<file path="src/frame_cfg_pkg.sv">
package frame_cfg_pkg;

    // Register offsets
    localparam logic [7:0] OFS_RESERVED_B = 8'h0b;
    localparam logic [7:0] OFS_CASCADE = 8'h0c;
    localparam logic [7:0] OFS_EMPTY0_HIGH = 8'h0d;
    localparam logic [7:0] OFS_EMPTY0_MID = 8'h0e;
    localparam logic [7:0] OFS_EMPTY0_LOW = 8'h0f;
    localparam logic [7:0] OFS_EMPTY1_HIGH = 8'h10;
    localparam logic [7:0] OFS_EMPTY1_MID = 8'h11;
    localparam logic [7:0] OFS_EMPTY1_LOW = 8'h12;
    localparam logic [7:0] OFS_FULL0_HIGH = 8'h13;
    localparam logic [7:0] OFS_FULL0_MID = 8'h14;
    localparam logic [7:0] OFS_FULL0_LOW = 8'h15;
    localparam logic [7:0] OFS_FULL1_HIGH = 8'h16;
    localparam logic [7:0] OFS_FULL1_MID = 8'h17;
    localparam logic [7:0] OFS_FULL1_LOW = 8'h18;
    localparam logic [7:0] OFS_COMMIT = 8'h3f;

    // Commit key and field widths
    localparam logic [7:0] COMMIT_KEY = 8'h00;
    localparam int WIDE_BITS = 22;
    localparam int NARROW_BITS = 18;
    localparam logic [7:0] READ_ZERO = 8'h00;

    // Cascade field reset values
    localparam logic [3:0] POSITION_RESET = 4'h0;
    localparam logic [3:0] CHIP_COUNT_RESET = 4'h0;

    // Depth per chip in 8-bit words and cascade wrap points
    localparam logic [25:0] CHIP_WORDS = 26'd3880800;
    localparam logic [25:0] MOD_TWO = 26'd7761600;
    localparam logic [25:0] MOD_TWELVE = 26'd23284800;
    localparam logic [3:0] COUNT_TWO = 4'h1;
    localparam logic [3:0] COUNT_TWELVE = 4'hc;

    // Threshold defaults: 1/80 and 79/80 of memory; level 1 low uses half memory, level 1 high is all ones
    localparam logic [21:0] LOW0_DEFAULT = 22'(CHIP_WORDS / 80);
    localparam logic [21:0] HIGH0_DEFAULT = 22'((CHIP_WORDS * 79) / 80);
    localparam logic [17:0] LOW1_DEFAULT = 18'((CHIP_WORDS / 2) / 80);
    localparam logic [17:0] HIGH1_DEFAULT = 18'h3ffff;

    // Serial port
    localparam logic [3:0] BITS_PER_BYTE = 4'h8;
    localparam logic [6:0] DEVICE_ADDRESS = 7'h2a;

    typedef enum logic [3:0] {
        ST_IDLE = 4'h0,
        ST_ADDR = 4'h1,
        ST_ADDR_ACK = 4'h3,
        ST_PTR = 4'h2,
        ST_PTR_ACK = 4'h6,
        ST_WRITE = 4'h7,
        ST_WRITE_ACK = 4'h5,
        ST_READ = 4'h4,
        ST_READ_ACK = 4'hc
    } port_state_t;

endpackage

</file>
<file path="src/serial_cfg_port.sv">
module serial_cfg_port #(
    parameter logic [6:0] DEV_ADDR = frame_cfg_pkg::DEVICE_ADDRESS
) (
    input wire logic i_clk,
    input wire logic i_rst_n,
    input wire logic i_scl,
    input wire logic i_sda,
    output logic o_sda_oe,
    output logic [7:0] o_ptr,
    output logic o_wr_stb,
    output logic [7:0] o_wdata,
    input wire logic [7:0] i_rdata
);
    logic scl_meta, scl_s, scl_d, sda_meta, sda_s, sda_d;
    logic rise, fall, start, stop;
    frame_cfg_pkg::port_state_t state, next_state;
    logic [3:0] cnt, next_cnt;
    logic [7:0] shreg, next_shreg, ptr, next_ptr;
    logic oe, next_oe, rw, next_rw, ackd, next_ackd, wr, next_wr;

    // Pin synchronisers
    always_ff @(posedge i_clk or negedge i_rst_n) begin
        if (!i_rst_n) begin
            scl_meta <= 1'b1;
            scl_s <= 1'b1;
            scl_d <= 1'b1;
            sda_meta <= 1'b1;
            sda_s <= 1'b1;
            sda_d <= 1'b1;
        end else begin
            scl_meta <= i_scl;
            scl_s <= scl_meta;
            scl_d <= scl_s;
            sda_meta <= i_sda;
            sda_s <= sda_meta;
            sda_d <= sda_s;
        end
    end

    assign rise = scl_s & ~scl_d;
    assign fall = ~scl_s & scl_d;
    assign start = scl_s & scl_d & sda_d & ~sda_s;
    assign stop = scl_s & scl_d & ~sda_d & sda_s;

    always_comb begin
        next_state = state;
        next_cnt = cnt;
        next_shreg = shreg;
        next_ptr = ptr;
        next_oe = oe;
        next_rw = rw;
        next_ackd = ackd;
        next_wr = 1'b0;
        if (start) begin
            next_state = frame_cfg_pkg::ST_ADDR;
            next_cnt = '0;
            next_oe = 1'b0;
        end else if (stop) begin
            next_state = frame_cfg_pkg::ST_IDLE;
            next_oe = 1'b0;
        end else if (rise) begin
            case (state)
                frame_cfg_pkg::ST_ADDR, frame_cfg_pkg::ST_PTR,
                frame_cfg_pkg::ST_WRITE: begin
                    next_shreg = {shreg[6:0], sda_s};
                    next_cnt = cnt + 4'h1;
                end
                frame_cfg_pkg::ST_READ: next_cnt = cnt + 4'h1;
                frame_cfg_pkg::ST_READ_ACK: next_ackd = ~sda_s;
                default: ;
            endcase
        end else if (fall) begin
            case (state)
                frame_cfg_pkg::ST_ADDR: begin
                    if (cnt == frame_cfg_pkg::BITS_PER_BYTE) begin
                        next_cnt = '0;
                        if (shreg[7:1] == DEV_ADDR) begin
                            next_oe = 1'b1;
                            next_rw = shreg[0];
                            next_state = frame_cfg_pkg::ST_ADDR_ACK;
                        end else begin
                            next_state = frame_cfg_pkg::ST_IDLE;
                        end
                    end
                end
                frame_cfg_pkg::ST_ADDR_ACK: begin
                    next_cnt = '0;
                    if (rw) begin
                        next_shreg = i_rdata;
                        next_oe = ~i_rdata[7];
                        next_state = frame_cfg_pkg::ST_READ;
                    end else begin
                        next_oe = 1'b0;
                        next_state = frame_cfg_pkg::ST_PTR;
                    end
                end
                frame_cfg_pkg::ST_PTR: begin
                    if (cnt == frame_cfg_pkg::BITS_PER_BYTE) begin
                        next_ptr = shreg;
                        next_oe = 1'b1;
                        next_cnt = '0;
                        next_state = frame_cfg_pkg::ST_PTR_ACK;
                    end
                end
                frame_cfg_pkg::ST_PTR_ACK: begin
                    next_oe = 1'b0;
                    next_state = frame_cfg_pkg::ST_WRITE;
                end
                frame_cfg_pkg::ST_WRITE: begin
                    if (cnt == frame_cfg_pkg::BITS_PER_BYTE) begin
                        next_wr = 1'b1;
                        next_oe = 1'b1;
                        next_cnt = '0;
                        next_state = frame_cfg_pkg::ST_WRITE_ACK;
                    end
                end
                frame_cfg_pkg::ST_WRITE_ACK: begin
                    next_oe = 1'b0;
                    next_ptr = ptr + 8'h01;
                    next_state = frame_cfg_pkg::ST_WRITE;
                end
                frame_cfg_pkg::ST_READ: begin
                    if (cnt == frame_cfg_pkg::BITS_PER_BYTE) begin
                        next_oe = 1'b0;
                        next_ptr = ptr + 8'h01;
                        next_state = frame_cfg_pkg::ST_READ_ACK;
                    end else begin
                        next_oe = ~shreg[6];
                        next_shreg = {shreg[6:0], 1'b0};
                    end
                end
                frame_cfg_pkg::ST_READ_ACK: begin
                    next_cnt = '0;
                    if (ackd) begin
                        next_shreg = i_rdata;
                        next_oe = ~i_rdata[7];
                        next_state = frame_cfg_pkg::ST_READ;
                    end else begin
                        next_state = frame_cfg_pkg::ST_IDLE;
                    end
                end
                default: next_state = frame_cfg_pkg::ST_IDLE;
            endcase
        end
    end

    always_ff @(posedge i_clk or negedge i_rst_n) begin
        if (!i_rst_n) begin
            state <= frame_cfg_pkg::ST_IDLE;
            cnt <= '0;
            shreg <= '0;
            ptr <= '0;
            oe <= 1'b0;
            rw <= 1'b0;
            ackd <= 1'b0;
            wr <= 1'b0;
        end else begin
            state <= next_state;
            cnt <= next_cnt;
            shreg <= next_shreg;
            ptr <= next_ptr;
            oe <= next_oe;
            rw <= next_rw;
            ackd <= next_ackd;
            wr <= next_wr;
        end
    end

    assign o_sda_oe = oe;
    assign o_ptr = ptr;
    assign o_wr_stb = wr;
    assign o_wdata = shreg;

endmodule // serial_cfg_port

</file>
<file path="src/frame_fifo_cfg.sv">
// Function
// - Upper nibble of cascade register gives chip slot; resets to zero.
// - Lower nibble holds cascaded chip count; zero means single device.
// - Count one: addresses wrap modulo 7,761,600 words.
// - Count twelve: addresses wrap modulo 23,284,800 words.
// - 22-bit low-water level drives empty flag 0.
// - Low-water level 0 defaults to one eightieth of memory.
// - Low-water level 0 splits over three bytes, top six bits first.
// - 18-bit low-water level 1 drives empty flag 1 in dual mode.
// - Low-water level 1 defaults to one eightieth of channel memory.
// - Low-water level 1 splits over three bytes, top two bits first.
// - 22-bit high-water level drives full flag 0.
// - High-water level 0 defaults to seventy-nine eightieths of memory.
// - High-water level 0 splits over three bytes, top six bits first.
// - 18-bit high-water level 1 drives full flag 1 in dual mode.
// - High-water level 1 splits over three bytes, top two bits first.
// - Old settings stay active until zero commit, then all transfer.
module frame_fifo_cfg #(
    parameter logic [6:0] DEV_ADDR = frame_cfg_pkg::DEVICE_ADDRESS
) (
    input wire logic i_clk,
    input wire logic i_rstn,
    input wire logic i_scl,
    input wire logic i_sda,
    output logic o_sda,
    output logic o_sda_oe,
    input wire logic i_dual_channel,
    input wire logic [21:0] i_word_count_0,
    input wire logic [17:0] i_word_count_1,
    output logic o_partial_empty_flag_0,
    output logic o_partial_empty_flag_1,
    output logic o_partial_full_flag_0,
    output logic o_partial_full_flag_1,
    output logic [3:0] o_chip_position,
    output logic [3:0] o_cascade_chip_count,
    output logic [4:0] o_cascade_total,
    output logic [25:0] o_addr_modulus
);
    logic rst_meta, rst_n, dual_meta, dual_s;
    logic [7:0] ptr, wdata, rdata;
    logic wr_stb, commit;
    // Shadow registers written by the host
    logic [3:0] pos, next_pos, cnt, next_cnt;
    logic [21:0] low0, next_low0, high0, next_high0;
    logic [17:0] low1, next_low1, high1, next_high1;
    // Working registers that drive the flag and cascade outputs
    logic [3:0] pos_w, next_pos_w, cnt_w, next_cnt_w;
    logic [21:0] low0_w, next_low0_w, high0_w, next_high0_w;
    logic [17:0] low1_w, next_low1_w, high1_w, next_high1_w;
    logic pe0, pe1, pf0, pf1, next_pe0, next_pe1, next_pf0, next_pf1;
    logic [25:0] modulus, next_modulus;

    // Reset release and mode pin synchronisers
    always_ff @(posedge i_clk or negedge i_rstn) begin
        if (!i_rstn) begin
            rst_meta <= 1'b0;
            rst_n <= 1'b0;
        end else begin
            rst_meta <= 1'b1;
            rst_n <= rst_meta;
        end
    end

    always_ff @(posedge i_clk or negedge rst_n) begin
        if (!rst_n) begin
            dual_meta <= 1'b0;
            dual_s <= 1'b0;
        end else begin
            dual_meta <= i_dual_channel;
            dual_s <= dual_meta;
        end
    end

    serial_cfg_port #(.DEV_ADDR(DEV_ADDR)) u_port (
        .i_clk(i_clk),
        .i_rst_n(rst_n),
        .i_scl(i_scl),
        .i_sda(i_sda),
        .o_sda_oe(o_sda_oe),
        .o_ptr(ptr),
        .o_wr_stb(wr_stb),
        .o_wdata(wdata),
        .i_rdata(rdata)
    );

    assign o_sda = 1'b0;
    assign commit = wr_stb && ptr == frame_cfg_pkg::OFS_COMMIT &&
                    wdata == frame_cfg_pkg::COMMIT_KEY;

    // Shadow register writes; reserved bits are not stored
    always_comb begin
        next_pos = pos;
        next_cnt = cnt;
        next_low0 = low0;
        next_low1 = low1;
        next_high0 = high0;
        next_high1 = high1;
        if (wr_stb) begin
            case (ptr)
                frame_cfg_pkg::OFS_CASCADE: begin
                    next_pos = wdata[7:4];
                    next_cnt = wdata[3:0];
                end
                frame_cfg_pkg::OFS_EMPTY0_HIGH: next_low0[21:16] = wdata[5:0];
                frame_cfg_pkg::OFS_EMPTY0_MID: next_low0[15:8] = wdata;
                frame_cfg_pkg::OFS_EMPTY0_LOW: next_low0[7:0] = wdata;
                frame_cfg_pkg::OFS_EMPTY1_HIGH: next_low1[17:16] = wdata[1:0];
                frame_cfg_pkg::OFS_EMPTY1_MID: next_low1[15:8] = wdata;
                frame_cfg_pkg::OFS_EMPTY1_LOW: next_low1[7:0] = wdata;
                frame_cfg_pkg::OFS_FULL0_HIGH: next_high0[21:16] = wdata[5:0];
                frame_cfg_pkg::OFS_FULL0_MID: next_high0[15:8] = wdata;
                frame_cfg_pkg::OFS_FULL0_LOW: next_high0[7:0] = wdata;
                frame_cfg_pkg::OFS_FULL1_HIGH: next_high1[17:16] = wdata[1:0];
                frame_cfg_pkg::OFS_FULL1_MID: next_high1[15:8] = wdata;
                frame_cfg_pkg::OFS_FULL1_LOW: next_high1[7:0] = wdata;
                default: ;
            endcase
        end
    end

    always_ff @(posedge i_clk or negedge rst_n) begin
        if (!rst_n) begin
            pos <= frame_cfg_pkg::POSITION_RESET;
            cnt <= frame_cfg_pkg::CHIP_COUNT_RESET;
            low0 <= frame_cfg_pkg::LOW0_DEFAULT;
            low1 <= frame_cfg_pkg::LOW1_DEFAULT;
            high0 <= frame_cfg_pkg::HIGH0_DEFAULT;
            high1 <= frame_cfg_pkg::HIGH1_DEFAULT;
        end else begin
            pos <= next_pos;
            cnt <= next_cnt;
            low0 <= next_low0;
            low1 <= next_low1;
            high0 <= next_high0;
            high1 <= next_high1;
        end
    end

    // Read mux; reserved bits and write-only register read zero
    always_comb begin
        case (ptr)
            frame_cfg_pkg::OFS_CASCADE: rdata = {pos, cnt};
            frame_cfg_pkg::OFS_EMPTY0_HIGH: rdata = {2'b00, low0[21:16]};
            frame_cfg_pkg::OFS_EMPTY0_MID: rdata = low0[15:8];
            frame_cfg_pkg::OFS_EMPTY0_LOW: rdata = low0[7:0];
            frame_cfg_pkg::OFS_EMPTY1_HIGH: rdata = {6'h00, low1[17:16]};
            frame_cfg_pkg::OFS_EMPTY1_MID: rdata = low1[15:8];
            frame_cfg_pkg::OFS_EMPTY1_LOW: rdata = low1[7:0];
            frame_cfg_pkg::OFS_FULL0_HIGH: rdata = {2'b00, high0[21:16]};
            frame_cfg_pkg::OFS_FULL0_MID: rdata = high0[15:8];
            frame_cfg_pkg::OFS_FULL0_LOW: rdata = high0[7:0];
            frame_cfg_pkg::OFS_FULL1_HIGH: rdata = {6'h00, high1[17:16]};
            frame_cfg_pkg::OFS_FULL1_MID: rdata = high1[15:8];
            frame_cfg_pkg::OFS_FULL1_LOW: rdata = high1[7:0];
            default: rdata = frame_cfg_pkg::READ_ZERO;
        endcase
    end

    // Working copy, loaded only by the zero commit
    always_comb begin
        next_pos_w = pos_w;
        next_cnt_w = cnt_w;
        next_low0_w = low0_w;
        next_low1_w = low1_w;
        next_high0_w = high0_w;
        next_high1_w = high1_w;
        if (commit) begin
            next_pos_w = pos;
            next_cnt_w = cnt;
            next_low0_w = low0;
            next_low1_w = low1;
            next_high0_w = high0;
            next_high1_w = high1;
        end
    end

    always_ff @(posedge i_clk or negedge rst_n) begin
        if (!rst_n) begin
            pos_w <= frame_cfg_pkg::POSITION_RESET;
            cnt_w <= frame_cfg_pkg::CHIP_COUNT_RESET;
            low0_w <= frame_cfg_pkg::LOW0_DEFAULT;
            low1_w <= frame_cfg_pkg::LOW1_DEFAULT;
            high0_w <= frame_cfg_pkg::HIGH0_DEFAULT;
            high1_w <= frame_cfg_pkg::HIGH1_DEFAULT;
        end else begin
            pos_w <= next_pos_w;
            cnt_w <= next_cnt_w;
            low0_w <= next_low0_w;
            low1_w <= next_low1_w;
            high0_w <= next_high0_w;
            high1_w <= next_high1_w;
        end
    end

    // Flags and cascade wrap point
    always_comb begin
        next_pe0 = i_word_count_0 <= low0_w;
        next_pf0 = i_word_count_0 >= high0_w;
        next_pe1 = dual_s && i_word_count_1 <= low1_w;
        next_pf1 = dual_s && i_word_count_1 >= high1_w;
        case (cnt_w)
            frame_cfg_pkg::CHIP_COUNT_RESET: next_modulus =
                frame_cfg_pkg::CHIP_WORDS;
            frame_cfg_pkg::COUNT_TWO: next_modulus =
                frame_cfg_pkg::MOD_TWO;
            frame_cfg_pkg::COUNT_TWELVE: next_modulus =
                frame_cfg_pkg::MOD_TWELVE;
            default: next_modulus =
                26'(frame_cfg_pkg::CHIP_WORDS * ({1'b0, cnt_w} + 5'h01));
        endcase
    end

    always_ff @(posedge i_clk or negedge rst_n) begin
        if (!rst_n) begin
            pe0 <= 1'b0;
            pe1 <= 1'b0;
            pf0 <= 1'b0;
            pf1 <= 1'b0;
            modulus <= frame_cfg_pkg::CHIP_WORDS;
        end else begin
            pe0 <= next_pe0;
            pe1 <= next_pe1;
            pf0 <= next_pf0;
            pf1 <= next_pf1;
            modulus <= next_modulus;
        end
    end

    assign o_partial_empty_flag_0 = pe0;
    assign o_partial_empty_flag_1 = pe1;
    assign o_partial_full_flag_0 = pf0;
    assign o_partial_full_flag_1 = pf1;
    assign o_chip_position = pos_w;
    assign o_cascade_chip_count = cnt_w;
    assign o_cascade_total = {1'b0, cnt_w} + 5'h01;
    assign o_addr_modulus = modulus;
endmodule // frame_fifo_cfg

</file>
<file path="config.mk">
export PLATFORM = sky130hd
export DESIGN_NAME = frame_fifo_cfg
export DESIGN_NICKNAME = d
export VERILOG_FILES = /design/src/frame_cfg_pkg.sv /design/src/serial_cfg_port.sv /design/src/frame_fifo_cfg.sv
export SDC_FILE = /design/constraint.sdc
export NUM_CORES = 1
export LEC_CHECK = 0
export BUFFER_PORTS_ARGS = -buffer_cell sky130_fd_sc_hd__buf_2
export CELL_PAD_IN_SITES_DETAIL_PLACEMENT = 0
export CELL_PAD_IN_SITES_GLOBAL_PLACEMENT = 1
export CORE_ASPECT_RATIO = 0.5
export CORE_MARGIN = 4
export CORE_UTILIZATION = 49
export CTS_BUF_LIST = sky130_fd_sc_hd__clkbuf_8 sky130_fd_sc_hd__clkbuf_16
export DETAILED_ROUTE_END_ITERATION = 12
export GPL_TIMING_DRIVEN = 0
export HOLD_SLACK_MARGIN = 0.12
export PLACE_DENSITY_LB_ADDON = 0.05
export SLEW_MARGIN = 20
export SYNTH_ARGS = -nofsm -noshare
export SYNTH_HDL_FRONTEND = slang
export SYNTH_HIERARCHICAL = 1
export SYNTH_SLANG_ARGS = --single-unit
</file>
<file path="constraint.sdc">
create_clock -name i_clk -period 9.05 [get_ports i_clk]
set_input_delay 2.715 -clock i_clk [delete_from_list [all_inputs] [get_ports i_clk]]
set_output_delay 2.715 -clock i_clk [all_outputs]
set_load 0.02 [all_outputs]
</file>
==> run summary <==
Status = complete, no violations
Critical Path End Type = output pin
Total gr overflow = 0
Reg2Reg Setup Slack = 3.83 ns
First-pass GRT wire length = 62300 µm
Worst Reg-to-Reg Cells = 16
Setup violations, final = 0
Num CTS Buffers = 24
Type of the tightest min-delay check = flop to async pin
Synth Area in XOR/XNOR = 0.0117
Worst path bufs/invs = 2
Syn Area/Cell = 10.5 µm²
Clock Skew = 0.0369 ns
Peak VDD IR = 0.112 mV
Setup bufs post-CTS = 0
Ys flop type = dfstp_2
Leakage power = 7.16 nW
R2R Path End = o_addr_modulus[18]
Crit-path slowest cell = ha_1
Worst path required time = 6.34 ns
Register area share after synthesis = 0.431
Number of global-route vias before repair = 10.9k
CP arrival = 2.59 ns
Clock Sinks = 239
Area fraction in compound gates after synthesis = 0.138
Pwr Total = 2.28 mW
Synth area leaders = dfstp_2, dfrtp_1, ha_1
Antenna violations before repair = 0
Initial DRC count = 669
Post-synth top cells = nand2_1, dfstp_2, mux2_2
Max-Cap Viols = 0
Post-layout min period = 5.30 ns
Multiplexer share of the synthesized area = 0.120
Fmax = 189 MHz
WL final = 39300 µm
Worst-margin pin slew = 0.767 ns
Worst r2r src = o_cascade_chip_count[2]
Largest family of logic cells by synthesized area = compound AO/OA/AOI/OAI gates
Drt wl/cell = 21.0 µm
# diodes = 0
Final Instance Area = 16100 µm²
Row cnt = 43
Overall Global Routing Usage = 0.247
Util after Layout = 0.573
Drt via density = 5.75
Adder-Cell Fraction of Synth Area = 0.123
FF+latch count, synth = 239
Distinct cell type count after synthesis = 85
Die H = 129 µm
Initial core utilization = 0.506
Pwr/cell area = 141 nW/µm²
H-tree depth = 1
Number of synthesized flops with an enable pin = 0
I/O Buffers = 83
Crit path max-delay family = buffers and inverters
Fin cells = 1873
CTS Root Cell = clkbuf_16
Crit path cell chain = inv_1 -> ha_1 -> buf_2
Area after DPL = 15300 µm²
Placed insts = 1829
Largest net degree at the start of global routing = 61
Hold_buf cts = 0
Clock-pin slew on the worst setup and hold paths = 0.07 ns
Pins Over Slew Limit = 0
Relative slew margins = 0.482
Longest Clk Path Bufs = 3
Final Hold Vio Count = 0
CTS tree = built
Gpl congestion = 0.943
Period utilisation layout = 0.586
Critical path's largest stage delay = 0.69 ns
Layout cells sized above 1 = 0.304
Die Area = 32000 µm²
Worst skew pair latency = 0.55 ns
Worst-path fanout max = 11
Dpl hpwl = 30100 µm
Fill cells = 2504
DRT Pass-1 Iters = 5
WS Path Type = flop to output pin
Async SR Flop Fraction = 1.00
Top Ports = 90
Core area = 28100 µm²
# resized after CTS = 0
CP startpoint kind = flop
Syn-to-layout area delta = 13.1%
RSZ-0062 raised after global routing = false
Yosys warns = 6
Vias = 10.8k
Synthesized area = 14200 µm²
DRT antenna net count = 0
Drt drc = 0
Area leader, netlist = dfstp_2
Cells after Synth = 1355
Area share of the largest cell type after synthesis = 0.236
Simple-Gate Fraction of Synth Area = 0.119
Die span in x = 249 µm
Most numerous cell in the Yosys netlist = nand2_1
Layout net count = 1651
[layout make-up]
cell class,count,area [µm²],share of cell area
Clock buffer,30,683,0.0424
Tap cell,382,478,0.0297
Clock inverter,14,163,0.0101
Buffer,68,357,0.0221
Timing Repair Buffer,87,526,0.0326
Sequential cell,239,6140,0.381
Multi-Input combinational cell,936,7320,0.454
Inverter,117,439,0.0273
[layer usage]
layer,share of wire,vias up,track usage
met4,0.027,0,0.0632
met2,0.45,266,0.405
met3,0.053,62,0.0428
met5,0,-,0
met1,0.47,5398,0.346
li1,-,5053,-
[worst max-delay path by stage]
stage | cells after the start | from | slack [ns] | to
2_1_floorplan | 0 | rst_n | 2.12 | cnt[0]
5_1_grt | 16 | o_cascade_chip_count[2] | 3.37 | o_addr_modulus[18]
3_3_place_gp | 0 | rst_n | -0.60 | o_addr_modulus[25]
4_1_cts | 3 | o_cascade_chip_count[0] | 3.67 | o_cascade_total[1]
6_report | 3 | o_cascade_chip_count[0] | 3.75 | o_cascade_total[1]
3_5_place_dp | 16 | o_cascade_chip_count[2] | 3.88 | o_addr_modulus[18]
[cell families after synthesis]
kind of cell	after synthesis
buf+inv	185
flops	239
compound gates	309
fa+ha+maj	133
mux	143
xor+xnor	19
other cells	2
simple gates	325
[placed cells by master, fill, tap and decap left out, types with 17 or more instances in the layout]
cell type,synthesis,layout
a21o_1,30,30
a21oi_1,59,59
buf_2,18,101
buf_4,19,19
clkbuf_1,27,27
clkbuf_16,0,24
dfrtp_1,111,110
dfstp_2,128,128
ha_1,121,121
inv_1,116,119
mux2_2,122,122
nand2_1,138,138
nand2b_1,17,17
nand3_1,25,25
nor2_1,36,36
o21ai_0,113,113
[report_power, final]
part,total (mW),switching [mW],internal [mW]
Clock,1.08,0.454,0.623
Sequential,1.09,0.00782,1.08
Combinational,0.114,0.0679,0.0460
Total,2.28,0.529,1.75
[per-stage QoR]
stage                     setup TNS [ns]  setup slack, ns  hold WS (ns)
after global placement            -62.70           -0.603         0.337
after global routing                   0             3.37         0.276
after detailed placement               0             3.88         0.250
final                                  0             3.75         0.248
after floorplan                        0             2.12         0.331
after CTS                              0             3.67         0.262
[registers in the layout, summed over array words and instances (netlist names), 4 cells and up]
| register | cells |
|---|---|
| cnt | 4 |
| high0 | 22 |
| high0_w | 22 |
| high1 | 18 |
| high1_w | 18 |
| low0 | 22 |
| low0_w | 22 |
| low1 | 18 |
| low1_w | 18 |
| o_addr_modulus | 21 |
| o_cascade_chip_count | 4 |
| o_chip_position | 4 |
| pos | 4 |
| u_port/cnt | 4 |
| u_port/o_ptr | 8 |
| u_port/o_wdata | 8 |
| u_port/state | 4 |
No activity file was read; power rests on OpenSTA's default activity.
